**src/verilog/lsfc_consts.svh**
```systemverilog
`ifndef LSFC_CONSTS_SVH
`define LSFC_CONSTS_SVH

// Register indices and register reset value; byte address is four times the index
`define LSFC_IDX_START_LOW   12'h360
`define LSFC_IDX_START_HIGH  12'h361
`define LSFC_IDX_PANEL_SIZE  12'h362
`define LSFC_IDX_CONTROL     12'h363
`define LSFC_IDX_FRAME_LOW   12'h364
`define LSFC_IDX_CLK_SELECT  12'h365
`define LSFC_IDX_STATUS      12'h366
`define LSFC_REG_RESET       8'h00
// Control register fields, and the mode bit of the start low register
`define LSFC_CTL_DISPLAY_ON  7
`define LSFC_CTL_WIDTH_HI    4
`define LSFC_CTL_WIDTH_LO    3
`define LSFC_CTL_DIRECT_RAM  2
`define LSFC_CTL_FRAME_MSB   1
`define LSFC_CTL_START       0
`define LSFC_SAL_MODE        0
// Width encodings
`define LSFC_WIDTH_BYTE      2'h0
`define LSFC_WIDTH_NIBBLE    2'h1
`define LSFC_WIDTH_BIT       2'h2
// Shift slot lengths in system clocks (byte 4, nibble 2x3, bit 8x2 plus 2)
`define LSFC_SLOT_BYTE       5'h04
`define LSFC_SLOT_NIBBLE     5'h03
`define LSFC_SLOT_BIT        5'h02
// Latch pulse width in system clocks
`define LSFC_LATCH_WIDTH     4'h4
`endif

```
**src/verilog/lsfc_pkg.sv**
```systemverilog
package lsfc_pkg;
  typedef enum logic [2:0] {XF_IDLE, XF_REQ, XF_READ, XF_SHIFT, XF_DONE} lsfc_xfer_t;
  typedef logic [1:0] lsfc_width_t;
endpackage

```
**src/verilog/lsfc_top.sv**
```systemverilog
`include "lsfc_consts.svh"
module lsfc_top
(
  // Clock, reset, enable
  input  wire logic                 clk_sys,
  input  wire logic                 rst_n,
  input  wire logic                 clkEn,
  // APB slave
  input  wire logic                 psel,
  input  wire logic                 penable,
  input  wire logic                 pwrite,
  input  wire logic [13:0]          paddr,
  input  wire logic [31:0]          pwdata,
  output logic      [31:0]          prdata,
  output logic                      pready,
  output logic                      pslverr,
  // Panel source clock candidates (pins)
  input  wire logic                 oscClkIn,
  input  wire logic                 timerPulseIn,
  // System bus master
  output logic                      busReq,
  input  wire logic                 busGrant,
  output logic      [23:0]          memAddr,
  output logic                      memRd,
  input  wire logic [7:0]           memData,
  input  wire logic                 memValid,
  // Driver chip select path
  input  wire logic                 origCs_n,
  input  wire logic                 wrStrobe_n,
  output logic                      driverCs_n,
  // Driver pins
  output logic      [7:0]           dataOut,
  output logic                      shiftClockOut,
  output logic                      latchPulseOut,
  output logic                      framePolarityOut,
  output logic                      cascadePulseOut,
  output logic                      displayOffOut_n
);
  import lsfc_pkg::*;

  // Half-cycles of the source clock per line, i.e. 2*D
  function automatic logic [3:0] halfEdges(input logic [3:0] com);
    case (com)
      4'h0: halfEdges = 4'hD;
      4'h1: halfEdges = 4'hC;
      4'h2: halfEdges = 4'hA;
      4'h3: halfEdges = 4'h8;
      4'h4: halfEdges = 4'h7;
      4'h5: halfEdges = 4'h6;
      4'h6: halfEdges = 4'h5;
      4'h7: halfEdges = 4'h5;
      4'h8: halfEdges = 4'h4;
      default: halfEdges = 4'h3;
    endcase
  endfunction

  function automatic logic [8:0] comLines(input logic [3:0] com);
    case (com)
      4'h0: comLines = 9'h040;
      4'h1: comLines = 9'h044;
      4'h2: comLines = 9'h050;
      4'h3: comLines = 9'h064;
      4'h4: comLines = 9'h078;
      4'h5: comLines = 9'h080;
      4'h6: comLines = 9'h090;
      4'h7: comLines = 9'h0A0;
      4'h8: comLines = 9'h0C8;
      default: comLines = 9'h0F0;
    endcase
  endfunction

  // Bytes per line: segments / 8
  function automatic logic [5:0] segBytes(input logic [3:0] seg);
    case (seg)
      4'h0: segBytes = 6'h04;
      4'h1: segBytes = 6'h08;
      4'h2: segBytes = 6'h0A;
      4'h3: segBytes = 6'h0F;
      4'h4: segBytes = 6'h10;
      4'h5: segBytes = 6'h14;
      4'h6: segBytes = 6'h1E;
      4'h7: segBytes = 6'h28;
      default: segBytes = 6'h2D;
    endcase
  endfunction

  // Register group
  logic [7:0]  startLow_r, startHigh_r, size_r, ctl_r, frameLow_r;
  logic        clkSel_r;
  logic [7:0]  startLow_nxt, startHigh_nxt, size_nxt, ctl_nxt, frameLow_nxt;
  logic        clkSel_nxt, pready_nxt, pslverr_nxt;
  logic [31:0] prdata_nxt;
  logic [11:0] regIdx;
  logic        hit, wrTake;
  logic        busy;

  assign regIdx = paddr[13:2];
  assign wrTake = psel & penable & pready & pwrite & ~pslverr;
  assign hit    = (regIdx >= `LSFC_IDX_START_LOW) && (regIdx <= `LSFC_IDX_STATUS)
                  && (paddr[1:0] == 2'h0);

  // One wait state: answer in the second access cycle
  always_comb
  begin
    startLow_nxt  = startLow_r;
    startHigh_nxt = startHigh_r;
    size_nxt      = size_r;
    ctl_nxt       = ctl_r;
    frameLow_nxt  = frameLow_r;
    clkSel_nxt    = clkSel_r;
    pready_nxt    = psel & penable & ~pready;
    pslverr_nxt   = psel & penable & ~pready & ~hit;
    prdata_nxt    = 32'h0000_0000;
    if (psel && penable && !pready && !pwrite)
    begin
      case (regIdx)
        `LSFC_IDX_START_LOW:  prdata_nxt = {24'h000000, startLow_r};
        `LSFC_IDX_START_HIGH: prdata_nxt = {24'h000000, startHigh_r};
        `LSFC_IDX_PANEL_SIZE: prdata_nxt = {24'h000000, size_r};
        `LSFC_IDX_CONTROL:    prdata_nxt = {24'h000000, ctl_r};
        `LSFC_IDX_FRAME_LOW:  prdata_nxt = {24'h000000, frameLow_r};
        `LSFC_IDX_CLK_SELECT: prdata_nxt = {31'h00000000, clkSel_r};
        `LSFC_IDX_STATUS:     prdata_nxt = {30'h00000000, framePolarityOut, busy};
        default:              prdata_nxt = 32'h0000_0000;
      endcase
    end
    if (wrTake)
    begin
      case (regIdx)
        `LSFC_IDX_START_LOW:  startLow_nxt  = pwdata[7:0];
        `LSFC_IDX_START_HIGH: startHigh_nxt = pwdata[7:0];
        `LSFC_IDX_PANEL_SIZE: size_nxt      = pwdata[7:0];
        `LSFC_IDX_CONTROL:    ctl_nxt       = pwdata[7:0];
        `LSFC_IDX_FRAME_LOW:  frameLow_nxt  = pwdata[7:0];
        `LSFC_IDX_CLK_SELECT: clkSel_nxt    = pwdata[0];
        default:              clkSel_nxt    = clkSel_r;
      endcase
    end
  end

  always_ff @(posedge clk_sys)
  begin
    if (!rst_n)
    begin
      startLow_r  <= `LSFC_REG_RESET;
      startHigh_r <= `LSFC_REG_RESET;
      size_r      <= `LSFC_REG_RESET;
      ctl_r       <= `LSFC_REG_RESET;
      frameLow_r  <= `LSFC_REG_RESET;
      clkSel_r    <= 1'b0;
      pready      <= 1'b0;
      pslverr     <= 1'b0;
      prdata      <= 32'h0000_0000;
    end
    else if (clkEn)
    begin
      startLow_r  <= startLow_nxt;
      startHigh_r <= startHigh_nxt;
      size_r      <= size_nxt;
      ctl_r       <= ctl_nxt;
      frameLow_r  <= frameLow_nxt;
      clkSel_r    <= clkSel_nxt;
      pready      <= pready_nxt;
      pslverr     <= pslverr_nxt;
      prdata      <= prdata_nxt;
    end
  end

  // Decoded configuration
  logic        running;
  lsfc_width_t width;
  logic [8:0]  frameSet, comCount;
  logic [3:0]  lineEdges;
  logic [5:0]  lineBytes;
  assign frameSet  = {ctl_r[`LSFC_CTL_FRAME_MSB], frameLow_r};
  assign running   = ctl_r[`LSFC_CTL_START] & startLow_r[`LSFC_SAL_MODE];
  assign width     = ctl_r[`LSFC_CTL_WIDTH_HI:`LSFC_CTL_WIDTH_LO];
  assign lineEdges = halfEdges(size_r[7:4]);
  assign comCount  = comLines(size_r[7:4]);
  assign lineBytes = segBytes(size_r[3:0]);

  // Two-flop source clock synchronisers; srcLevel_r keeps the last level
  logic [1:0] oscSync_r, tmrSync_r, oscSync_nxt, tmrSync_nxt;
  logic       srcLevel_r, srcLevel_nxt, srcEdge;

  always_comb
  begin
    oscSync_nxt  = {oscSync_r[0], oscClkIn};
    tmrSync_nxt  = {tmrSync_r[0], timerPulseIn};
    // oscillator when 0, timer when 1
    srcLevel_nxt = clkSel_r ? tmrSync_r[1] : oscSync_r[1];
  end

  always_ff @(posedge clk_sys)
  begin
    if (!rst_n)
    begin
      oscSync_r  <= 2'h0;
      tmrSync_r  <= 2'h0;
      srcLevel_r <= 1'b0;
    end
    else if (clkEn)
    begin
      oscSync_r  <= oscSync_nxt;
      tmrSync_r  <= tmrSync_nxt;
      srcLevel_r <= srcLevel_nxt;
    end
  end

  // Both edges count, so half-integer D needs no extra divider
  assign srcEdge = srcLevel_r ^ (clkSel_r ? tmrSync_r[1] : oscSync_r[1]);

  // Line and frame timing group
  logic [3:0] edgeCnt_r, edgeCnt_nxt, latchCnt_r, latchCnt_nxt;
  logic [8:0] lineCnt_r, lineCnt_nxt;
  logic       frame_r, frame_nxt, cascade_r, cascade_nxt, lineTick;
  logic       dispOn_r, dispOn_nxt, cs_r, cs_nxt;
  logic       latch_r, latch_nxt;

  // line period of 2*D source half-cycles
  assign lineTick = running && srcEdge && (edgeCnt_r == lineEdges - 4'h1);

  always_comb
  begin
    edgeCnt_nxt  = edgeCnt_r;
    lineCnt_nxt  = lineCnt_r;
    frame_nxt    = frame_r;
    latchCnt_nxt = (latchCnt_r != 4'h0) ? latchCnt_r - 4'h1 : 4'h0;
    if (!running)
    begin
      edgeCnt_nxt = 4'h0;
      lineCnt_nxt = 9'h000;
    end
    else if (srcEdge)
      edgeCnt_nxt = lineTick ? 4'h0 : edgeCnt_r + 4'h1;
    if (lineTick)
    begin
      // rising latch edge loads the shifted line
      latchCnt_nxt = `LSFC_LATCH_WIDTH;
      if (lineCnt_r + 9'h001 >= frameSet)
      begin
        lineCnt_nxt = 9'h000;
        frame_nxt   = ~frame_r;
      end
      else
        lineCnt_nxt = lineCnt_r + 9'h001;
    end
    // one cascade pulse, a single cycle as each frame wraps to line 0
    cascade_nxt = running && (lineCnt_nxt == 9'h000) && (lineCnt_r != 9'h000 || lineTick);
    dispOn_nxt  = ctl_r[`LSFC_CTL_DISPLAY_ON];
    cs_nxt      = origCs_n | wrStrobe_n;
    // Latch pin from a flop, high while the count runs
    latch_nxt   = (latchCnt_nxt != 4'h0);
  end

  always_ff @(posedge clk_sys)
  begin
    if (!rst_n)
    begin
      edgeCnt_r  <= 4'h0;
      lineCnt_r  <= 9'h000;
      frame_r    <= 1'b0;
      latchCnt_r <= 4'h0;
      cascade_r  <= 1'b0;
      dispOn_r   <= 1'b0;
      cs_r       <= 1'b1;
      latch_r    <= 1'b0;
    end
    else if (clkEn)
    begin
      latch_r    <= latch_nxt;
      edgeCnt_r  <= edgeCnt_nxt;
      lineCnt_r  <= lineCnt_nxt;
      frame_r    <= frame_nxt;
      latchCnt_r <= latchCnt_nxt;
      cascade_r  <= cascade_nxt;
      dispOn_r   <= dispOn_nxt;
      cs_r       <= cs_nxt;
    end
  end

  assign framePolarityOut = frame_r;
  assign cascadePulseOut  = cascade_r;
  assign displayOffOut_n  = dispOn_r;
  assign driverCs_n       = cs_r;
  assign latchPulseOut    = latch_r;

  // Transfer group
  lsfc_xfer_t  st_r, st_nxt;
  logic        pend_r, pend_nxt, req_r, req_nxt, rd_r, rd_nxt, scp_r, scp_nxt;
  logic [23:0] addr_r, addr_nxt;
  logic [5:0]  byteCnt_r, byteCnt_nxt;
  logic [7:0]  byte_r, byte_nxt, dout_r, dout_nxt;
  logic [4:0]  ph_r, ph_nxt, slotLen;
  logic [3:0]  idx_r, idx_nxt, shifts, slots;

  // slot lengths give 4, 6 and 18 cycles per byte
  always_comb
  begin
    case (width)
      `LSFC_WIDTH_NIBBLE: begin slotLen = `LSFC_SLOT_NIBBLE; shifts = 4'h2; end
      `LSFC_WIDTH_BIT:    begin slotLen = `LSFC_SLOT_BIT;    shifts = 4'h8; end
      default:            begin slotLen = `LSFC_SLOT_BYTE;   shifts = 4'h1; end
    endcase
    slots = (width == `LSFC_WIDTH_BIT) ? 4'h9 : shifts;
  end

  always_comb
  begin
    st_nxt      = st_r;
    req_nxt     = req_r;
    rd_nxt      = 1'b0;
    addr_nxt    = addr_r;
    byteCnt_nxt = byteCnt_r;
    byte_nxt    = byte_r;
    ph_nxt      = ph_r;
    idx_nxt     = idx_r;
    dout_nxt    = dout_r;
    scp_nxt     = 1'b0;
    // Line request; a new tick wins over the clear below
    pend_nxt    = pend_r;
    if (st_r == XF_IDLE && pend_r)
      pend_nxt = 1'b0;
    if (lineTick && lineCnt_nxt < comCount)
      pend_nxt = 1'b1;
    // frame start rewinds to the start address
    if (lineTick && lineCnt_nxt == 9'h000)
      addr_nxt = {startHigh_r, startLow_r[7:4], 12'h000};
    case (st_r)
      XF_IDLE:
        if (pend_r && running)
        begin
          req_nxt     = 1'b1;
          byteCnt_nxt = 6'h00;
          st_nxt      = XF_REQ;
        end
      XF_REQ:
        if (busGrant)
        begin
          rd_nxt = 1'b1;
          st_nxt = XF_READ;
        end
      XF_READ:
        if (memValid)
        begin
          byte_nxt = memData;
          ph_nxt   = 5'h00;
          idx_nxt  = 4'h0;
          st_nxt   = XF_SHIFT;
        end
      XF_SHIFT:
      begin
        // data held across the falling shift edge
        if (idx_r < shifts)
        begin
          scp_nxt = (width == `LSFC_WIDTH_BYTE) ? (ph_r < 5'h02) : (ph_r == 5'h00);
          case (width)
            `LSFC_WIDTH_NIBBLE: dout_nxt = {4'h0, idx_r[0] ? byte_r[3:0] : byte_r[7:4]};
            `LSFC_WIDTH_BIT:    dout_nxt = {7'h00, byte_r[3'h7 - idx_r[2:0]]};
            default:            dout_nxt = byte_r;
          endcase
        end
        ph_nxt = ph_r + 5'h01;
        if (ph_r == slotLen - 5'h01)
        begin
          ph_nxt  = 5'h00;
          idx_nxt = idx_r + 4'h1;
          if (idx_r == slots - 4'h1)
          begin
            addr_nxt    = addr_r + 24'h000001;
            byteCnt_nxt = byteCnt_r + 6'h01;
            // stop after the panel's bytes per line
            if (byteCnt_r == lineBytes - 6'h01)
              st_nxt = XF_DONE;
            else
            begin
              rd_nxt = 1'b1;
              st_nxt = XF_READ;
            end
          end
        end
      end
      XF_DONE:
      begin
        req_nxt = 1'b0;
        st_nxt  = XF_IDLE;
      end
      default: st_nxt = XF_IDLE;
    endcase
    if (!running)
    begin
      st_nxt   = XF_IDLE;
      req_nxt  = 1'b0;
      pend_nxt = 1'b0;
      // A stop must not leave a shift pulse without the bus
      scp_nxt  = 1'b0;
      addr_nxt = {startHigh_r, startLow_r[7:4], 12'h000};
    end
  end

  always_ff @(posedge clk_sys)
  begin
    if (!rst_n)
    begin
      st_r      <= XF_IDLE;
      pend_r    <= 1'b0;
      req_r     <= 1'b0;
      rd_r      <= 1'b0;
      scp_r     <= 1'b0;
      addr_r    <= 24'h000000;
      byteCnt_r <= 6'h00;
      byte_r    <= 8'h00;
      dout_r    <= 8'h00;
      ph_r      <= 5'h00;
      idx_r     <= 4'h0;
    end
    else if (clkEn)
    begin
      st_r      <= st_nxt;
      pend_r    <= pend_nxt;
      req_r     <= req_nxt;
      rd_r      <= rd_nxt;
      scp_r     <= scp_nxt;
      addr_r    <= addr_nxt;
      byteCnt_r <= byteCnt_nxt;
      byte_r    <= byte_nxt;
      dout_r    <= dout_nxt;
      ph_r      <= ph_nxt;
      idx_r     <= idx_nxt;
    end
  end

  assign busy          = req_r;
  assign busReq        = req_r;
  assign memRd         = rd_r;
  assign memAddr       = addr_r;
  assign dataOut       = dout_r;
  assign shiftClockOut = scp_r;
endmodule
```
**config.mk**
```make
export PLATFORM = sky130hd
export DESIGN_NAME = lsfc_top
export DESIGN_NICKNAME = d
export VERILOG_FILES = /design/src/verilog/lsfc_pkg.sv /design/src/verilog/lsfc_top.sv
export VERILOG_INCLUDE_DIRS = /design/src /design/src/verilog
export SDC_FILE = /design/constraint.sdc
export NUM_CORES = 1
export LEC_CHECK = 0
export BUFFER_PORTS_ARGS = -buffer_cell sky130_fd_sc_hd__buf_2
export CORE_MARGIN = 3
export CORE_UTILIZATION = 56
export DETAILED_ROUTE_END_ITERATION = 7
export PLACE_DENSITY_LB_ADDON = 0.08
export SLEW_MARGIN = 20
export SYNTH_ARGS = -nofsm -noshare
export SYNTH_HDL_FRONTEND = slang
export SYNTH_SLANG_ARGS = --single-unit
```
**constraint.sdc**
```tcl
create_clock -name clk_sys -period 4.9 [get_ports clk_sys]
set_input_delay 0.49 -clock clk_sys [delete_from_list [all_inputs] [get_ports clk_sys]]
set_output_delay 0.49 -clock clk_sys [all_outputs]
set_load 0.05 [all_outputs]
```
=== Yosys cells after proc, flatten, opt, wreduce, memory -nomap -nowiden ===
Memories as Yosys holds them, arrays and structs flattened. A register that Yosys moved wholly into a read port is not among the register bits.
Index checks and enable logic that the tools add are counted.

* $add $sub $neg: 12
* Order comparisons: 7
* Eq/ne operators: 29
* Muxes and demuxes: 63
* Bitwise operators: 13
* Reductions and logical operators: 42

{| class="wikitable"
|+ Operators with widths
! operator !! number
|-
| two-way mux 24 bit || 5
|-
| equality test 12 x 10 -> 1 bit, second input constant || 7
|-
| one-hot mux 8 bit (7 select lines) || 1
|-
| two-way mux 4 bit || 13
|-
| AND reduction 3 bit || 11
|-
| two-way mux 3 bit || 9
|-
| two-way mux 9 bit || 3
|-
| adder 24 x 1 -> 24 bit, second input constant || 1
|-
| two-way mux 6 bit || 4
|-
| one-hot mux 4 bit (2 select lines) || 2
|-
| one-hot mux 8 bit (2 select lines) || 1
|-
| two-way mux 1 bit || 15
|-
| logical AND 1 bit || 13
|-
| greater-or-equal comparator 12 x 10 -> 1 bit, second input constant || 1
|-
| <= comparator 12 x 10 -> 1 bit, second input constant || 1
|-
| inequality test 3 bit, second input constant || 4
|-
| one-hot mux 3 bit (4 select lines) || 1
|-
| one-hot mux 6 bit (2 select lines) || 1
|-
| subtractor 4 x 1 -> 4 bit, second input constant || 3
|-
| two-way mux 5 bit || 2
|-
| one-hot mux 5 bit (2 select lines) || 1
|-
| adder 9 x 1 -> 9 bit, second input constant || 1
|-
| greater-or-equal comparator 9 bit || 1
|-
| zero test 9 bit || 1
|-
| other kinds (42) || 64
|}

* Bits in registers: 164
* Memory bits (read-only): 208
* Bits of input ports: 66
* Output and inout port bits: 74
* Memories kept: 3

{| class="wikitable"
|+ Memory list
! name !! depth !! width !! read ports !! clocked after Yosys merged registers in !! wr ports !! RTL line !! RTL
|-
| (no name shown) || 16 || 6 || 1 || 1 || 0 || lsfc_top.sv:58 || <nowiki>case (com)</nowiki>
|-
| (no name shown) || 16 || 4 || 1 || 1 || 0 || lsfc_top.sv:43 || <nowiki>case (com)</nowiki>
|-
| (no name shown) || 8 || 6 || 1 || 1 || 0 || lsfc_top.sv:74 || <nowiki>case (seg)</nowiki>
|}

=== Logic depth before layout (Yosys ltp) ===
* Word-level depth: 12
* Mapped depth: 20
* Mapped depth without buffers: 18

=== Worst setup path before layout ===
OpenSTA, ideal clock, no wires.

* Kind: register to register
* Start point: reg lineCnt_r[0]
* End point: reg pend_r
* Arrival: 3.808 ns
* Path slack: 1.006 ns
* Cell stages (with the launch flop): 18
* Clock period less this slack: 3.894 ns
* Cells stage by stage: dfxtp_1 ha_1 nand3_4 or2_0 clkbuf_1 xnor2_1 ha_1 a211oi_1 nor2_1 a311oi_1 and2_1 nand2_1 o31ai_1 ha_1 o21a_1 o2111ai_1 a21oi_1 a211oi_1

* Word-level cells in the longest chain between the ends: 8
* Elaborated cells between the ends (all ways): 11

{| class="wikitable"
|+ Ends and longest elaborated chain
! what !! RTL line !! RTL
|-
| start, declared || lsfc_top.sv:215 || <nowiki>logic [8:0] lineCnt_r, lineCnt_nxt;</nowiki>
|-
| start signal, assigned || lsfc_top.sv:273 || <nowiki>lineCnt_r <= lineCnt_nxt;</nowiki>
|-
| adder 9 x 1 -> 9 bit || lsfc_top.sv:240, lsfc_top.sv:246 ||
|-
| greater-or-equal comparator 9 bit || lsfc_top.sv:240 || <nowiki>if (lineCnt_r + 9'h001 >= frameSet)</nowiki>
|-
| two-way mux 9 bit || lsfc_top.sv:240 ||
|-
| two-way mux 9 bit * || lsfc_top.sv:236 || <nowiki>if (lineTick)</nowiki>
|-
| less-than comparator 9 bit * || lsfc_top.sv:324 || <nowiki>if (lineTick && lineCnt_nxt < comCount)</nowiki>
|-
| logical AND 1 bit * || lsfc_top.sv:324 ||
|-
| inequality test 3 x 1 -> 1 bit (no line) or two-way mux 1 bit (tied branches) || n/a ||
|-
| AND reduction 2 bit (no line) or two-way mux 1 bit (tied branches) || n/a ||
|-
| end signal, assigned || lsfc_top.sv:420 || <nowiki>pend_r <= pend_nxt;</nowiki>
|-
| end, declared || lsfc_top.sv:290 || <nowiki>logic pend_r, pend_nxt, req_r, req_nxt, rd_r, rd_nxt, scp_r, scp_nxt;</nowiki>
|}

Every way passes the cells marked *; elsewhere a longest branch is shown, timed or not.
A chain may end at the register's enable or synchronous reset.

=== Worst setup path after layout ===
Same ends and word-level chain as after synthesis.

==> results.py <==
metrics = {
    "status": {
        "run_status": "finished clean",
    },
    "worst_setup_path": {
        "worst_setup_path_start_kind": "register",
        "critPathArrivalTime_ns": 4.80,
        "timing.rr.end": "pend_r$_SDFFE_PN0P_",
        "cp_data_required_time_ns": 5.24,
        "timing.reg2reg.setup_slack_ns": 0.44,
        "critPathKind": "register to register",
        "crit_path_max_fanout": 9,
        "reg2reg_from": "lineCnt_r[0]$_SDFFE_PN0P_",
        "worst_reg2reg_path_length_in_cells": 16,
        "worstSetupEndpointType": "register",
    },
    "detailed_routing": {
        "initialDrtViolationCount": 672,
        "drt-wirelength-per-cell_um": 16.8,
        "first_pass_drt_iterations": 5,
        "drcViolationCount": 0,
        "num_vias": 7944,
        "finalWirelength_mm": 23.1,
        "drt.antenna.violating_nets": 0,
        "route.detailed.vias_per_inst": 5.77,
    },
    "timing": {
        "finalHoldViolations": 0,
        "finalWorstSetupSlack_ns": 0.443,
        "skew_ns": 0.00997,
        "slew-limit-headroom_pct": 44.0,
        "max_clock_freq_ghz": 0.224,
        "min_period_ns": 4.46,
        "tightest_slew_ns": 0.832,
        "setup_repair_after_global_routing_missed_its_margin": "false",
        "fin_tns_setup_ns": 0,
        "min_period_over_period_pct": 91.0,
        "timing.final.max_slew_violations": 0,
        "timing.final.setup_violations": 0,
    },
    "clocking": {
        "tritoncts.num_buffers": 17,
        "clkSlewWorstSetupHoldPaths_ns": 0.07,
        "ctsRootBufferMaster": "sky130_fd_sc_hd__clkbuf_16",
        "cts_tree": "built",
        "cts-resized-gates": 0,
        "postCtsSetupBuffers": 0,
        "clk_path_buf_depth": 2,
        "htreeDepth": 4,
        "numClockSinks": 156,
        "worst_skew_pair.late_latency_ns": 0.43,
        "postCtsHoldBufs": 0,
    },
    "placed_design": {
        "half_perimeter_wire_length_after_placement_mm": 16.2,
        "placement.setup.worst_slack_ns": 0.459,
        "portBuffers": 91,
        "finalWeightedCongestion": 0.916,
    },
    "layout": {
        "finalNetCount": 1255,
        "area_added_between_synthesis_and_finish_pct": 12.6,
        "layout-drive-gt1-share_pct": 14.2,
        "most-common-layout-cells": "sky130_fd_sc_hd__dfxtp_1 (156), sky130_fd_sc_hd__nor2_1 (130), sky130_fd_sc_hd__nand2_1 (103)",
        "layout.cells.most_common": "sky130_fd_sc_hd__dfxtp_1",
        "num_antenna_cells": 0,
        "filler_cell_count": 1360,
    },
    "floorplanning": {
        "pin_count": 140,
        "floorplan.die_area_um2": 17500,
        "placement_rows": 45,
        "floorplan.die.height_um": 132,
        "die_width_um": 132,
        "design.core.area_um2": 15400,
        "initial_standard_cell_utilization_of_the_core_pct": 58.0,
    },
    "yosys": {
        "postSynth.asyncResetShare_pct": 0,
        "postSynthCellCount": 1089,
        "synth-seq-cells": 156,
        "number_of_synthesized_flops_with_an_enable_pin": 0,
        "yosysSeqAreaShare_pct": 35.0,
        "syn_area_um2": 8910,
        "synth_cell_types": 78,
        "synthesis.area_per_instance_um2": 8.18,
        "synth_flop_cell": "sky130_fd_sc_hd__dfxtp_1",
        "ys.warnings.count": 0,
    },
    "global_routing": {
        "met3_usage_pct": 5.57,
        "grt_pass1_wl_mm": 37.6,
        "grt.met1_usage_pct": 38.9,
        "grt_busiest_layer": "met1",
        "grt.total_usage_pct": 26.3,
        "grt_start_max_net_pins": 52,
        "globalRoute.totalOverflow": 0,
        "grt_use_met2_pct": 37.8,
        "vias_in_the_first_global_route": 7129,
        "number_of_antenna_violations_at_the_first_check_in_global_routing": 0,
    },
    "power": {
        "worst_ir_drop_vdd_mv": 0.248,
        "finalPower_mw": 2.94,
        "total_leakage_power_nw": 4.13,
        "cell_internal_pwr_mw": 2.24,
        "cellPowerDensity_nw_per_um2": 293,
        "p_sw_share_pct": 23.8,
        "sequentialPowerShare_pct": 43.6,
        "power.net_switching_uw": 700,
        "comb_power_share_pct": 6.1,
        "power.clock.fraction_pct": 50.2,
    },
    "flow_run": {
        "drv.max_cap_violation_count": 0,
    },
    "min_path": {
        "holdPathEnd": "byte_r[7]$_SDFFE_PN0P_",
        "min-delay-start": "memData[7]",
        "hold_path.class": "input pin to register",
        "min_delay_path_depth": 3,
    },
}
## cell families (layout without fill, tap and decap cells)
group	Yosys count	after routing	synth area share [%]
xor gates and xnor gates	44	44	4.32
DFF	156	156	35.0
buffers and inverters	133	186	6.94
AOI/OAI and AO/OA	235	235	16.9
and+or+nand+nor	409	409	22.7
muxes	74	74	8.83
adders and majority gates	37	37	5.20
other	1	24	0.0421
## sequential cells by signal, indices dropped and copies added, names as in the netlist, 5 cells and up, named ones only
signal       cells
comCount         6
startHigh_r      8
memAddr         24
byte_r           8
ph_r             5
frameLow_r       8
size_r           8
lineCnt_r        9
dataOut          8
ctl_r            8
prdata           8
startLow_r       8
byteCnt_r        6
## worst max path at each step
stage                                          from                   to  slack (ns)  depth (start not counted)
after global placement    lineCnt_r[0]$_SDFFE_PN0P_  pend_r$_SDFFE_PN0P_        0.60                         16
after global routing      lineCnt_r[0]$_SDFFE_PN0P_  pend_r$_SDFFE_PN0P_        0.01                         17
final                     lineCnt_r[0]$_SDFFE_PN0P_  pend_r$_SDFFE_PN0P_        0.44                         16
after detailed placement  lineCnt_r[0]$_SDFFE_PN0P_  pend_r$_SDFFE_PN0P_        0.46                         16
after CTS                 lineCnt_r[0]$_SDFFE_PN0P_  pend_r$_SDFFE_PN0P_        0.47                         16
after floorplan           lineCnt_r[0]$_SDFFE_PN0P_  pend_r$_SDFFE_PN0P_        1.01                         17
## metal layers
| layer | vias up | wire (um) |
|---|---|---|
| li1 | 3938 | - |
| met1 | 3693 | 11300 |
| met2 | 273 | 9710 |
| met3 | 40 | 1630 |
| met4 | 0 | 542 |
| met5 | - | 0 |
## power by group through the flow
stage               Sequential [mW]  Combinational, mW  Clock, mW
floorplan                      1.32              0.137          0
global placement               1.31              0.178          0
detailed placement             1.31              0.178          0
CTS                            1.28              0.178       1.49
global route                   1.28              0.194       1.54
finish                         1.28              0.180       1.48
## worst max-delay path: stages, from the launching register on
cell	delay (ns)
sky130_fd_sc_hd__dfxtp_1	0.46
sky130_fd_sc_hd__ha_1	0.36
sky130_fd_sc_hd__nand3_4	0.17
sky130_fd_sc_hd__or2_0	0.42
sky130_fd_sc_hd__xnor2_1	0.20
sky130_fd_sc_hd__ha_1	0.32
sky130_fd_sc_hd__a211oi_1	0.21
sky130_fd_sc_hd__nor2_1	0.07
sky130_fd_sc_hd__a311oi_1	0.49
sky130_fd_sc_hd__and2_1	0.28
sky130_fd_sc_hd__nand2_1	0.19
sky130_fd_sc_hd__o31ai_1	0.30
sky130_fd_sc_hd__ha_1	0.27
sky130_fd_sc_hd__o21a_1	0.19
sky130_fd_sc_hd__o2111ai_1	0.17
sky130_fd_sc_hd__a21oi_1	0.06
sky130_fd_sc_hd__a211oi_1	0.21
## cell type report
type	instances	area [um2]	share of cell area (%)
clock buffers	19	443	4.41
clock inverters	13	213	2.12
inverters	51	191	1.91
multi-input cells	823	5260	52.4
flip-flops and latches	156	3120	31.1
well taps	211	264	2.63
repair buffers	103	546	5.44
## per-stage QoR
| step | utilization [%] | cell area, um2 | instances | hold WS [ns] |
|---|---|---|---|---|
| floorplan | - | 9000 | 1112 | 0.450 |
| global placement | 61.0 | 9380 | 1344 | 0.451 |
| detailed placement | 61.0 | 9380 | 1344 | 0.457 |
| CTS | 65.3 | 10000 | 1376 | 0.279 |
| global route | 65.3 | 10000 | 1376 | 0.309 |
| finish | 65.3 | 10000 | 1376 | 0.288 |
## cells in the mapped netlist (5+ instances only)
master / instances / area (um2)
sky130_fd_sc_hd__a211oi_1: 7 / 52.6
sky130_fd_sc_hd__a21o_1: 5 / 37.5
sky130_fd_sc_hd__a21oi_1: 88 / 440
sky130_fd_sc_hd__a22o_1: 5 / 43.8
sky130_fd_sc_hd__a22oi_1: 15 / 113
sky130_fd_sc_hd__a31oi_1: 12 / 75.1
sky130_fd_sc_hd__and2_1: 8 / 50.1
sky130_fd_sc_hd__and3_1: 14 / 87.6
sky130_fd_sc_hd__buf_1: 7 / 26.3
sky130_fd_sc_hd__buf_2: 14 / 70.1
sky130_fd_sc_hd__buf_4: 25 / 188
sky130_fd_sc_hd__clkbuf_1: 35 / 131
sky130_fd_sc_hd__dfxtp_1: 156 / 3120
sky130_fd_sc_hd__ha_1: 37 / 463
sky130_fd_sc_hd__inv_1: 50 / 188
sky130_fd_sc_hd__mux2i_1: 66 / 661
sky130_fd_sc_hd__nand2_1: 103 / 387
sky130_fd_sc_hd__nand2b_1: 5 / 31.3
sky130_fd_sc_hd__nand3_1: 42 / 210
sky130_fd_sc_hd__nand4_1: 18 / 113
sky130_fd_sc_hd__nor2_1: 130 / 488
sky130_fd_sc_hd__nor2b_1: 5 / 31.3
sky130_fd_sc_hd__nor3_1: 31 / 155
sky130_fd_sc_hd__nor3b_1: 6 / 45.0
sky130_fd_sc_hd__nor4_1: 5 / 31.3
sky130_fd_sc_hd__o21ai_0: 45 / 225
sky130_fd_sc_hd__o2bb2ai_1: 8 / 70.1
sky130_fd_sc_hd__o31ai_1: 5 / 37.5
sky130_fd_sc_hd__or3_1: 13 / 81.3
sky130_fd_sc_hd__xnor2_1: 28 / 245
sky130_fd_sc_hd__xor2_1: 16 / 140
Power figures use the tool's default switching activity.
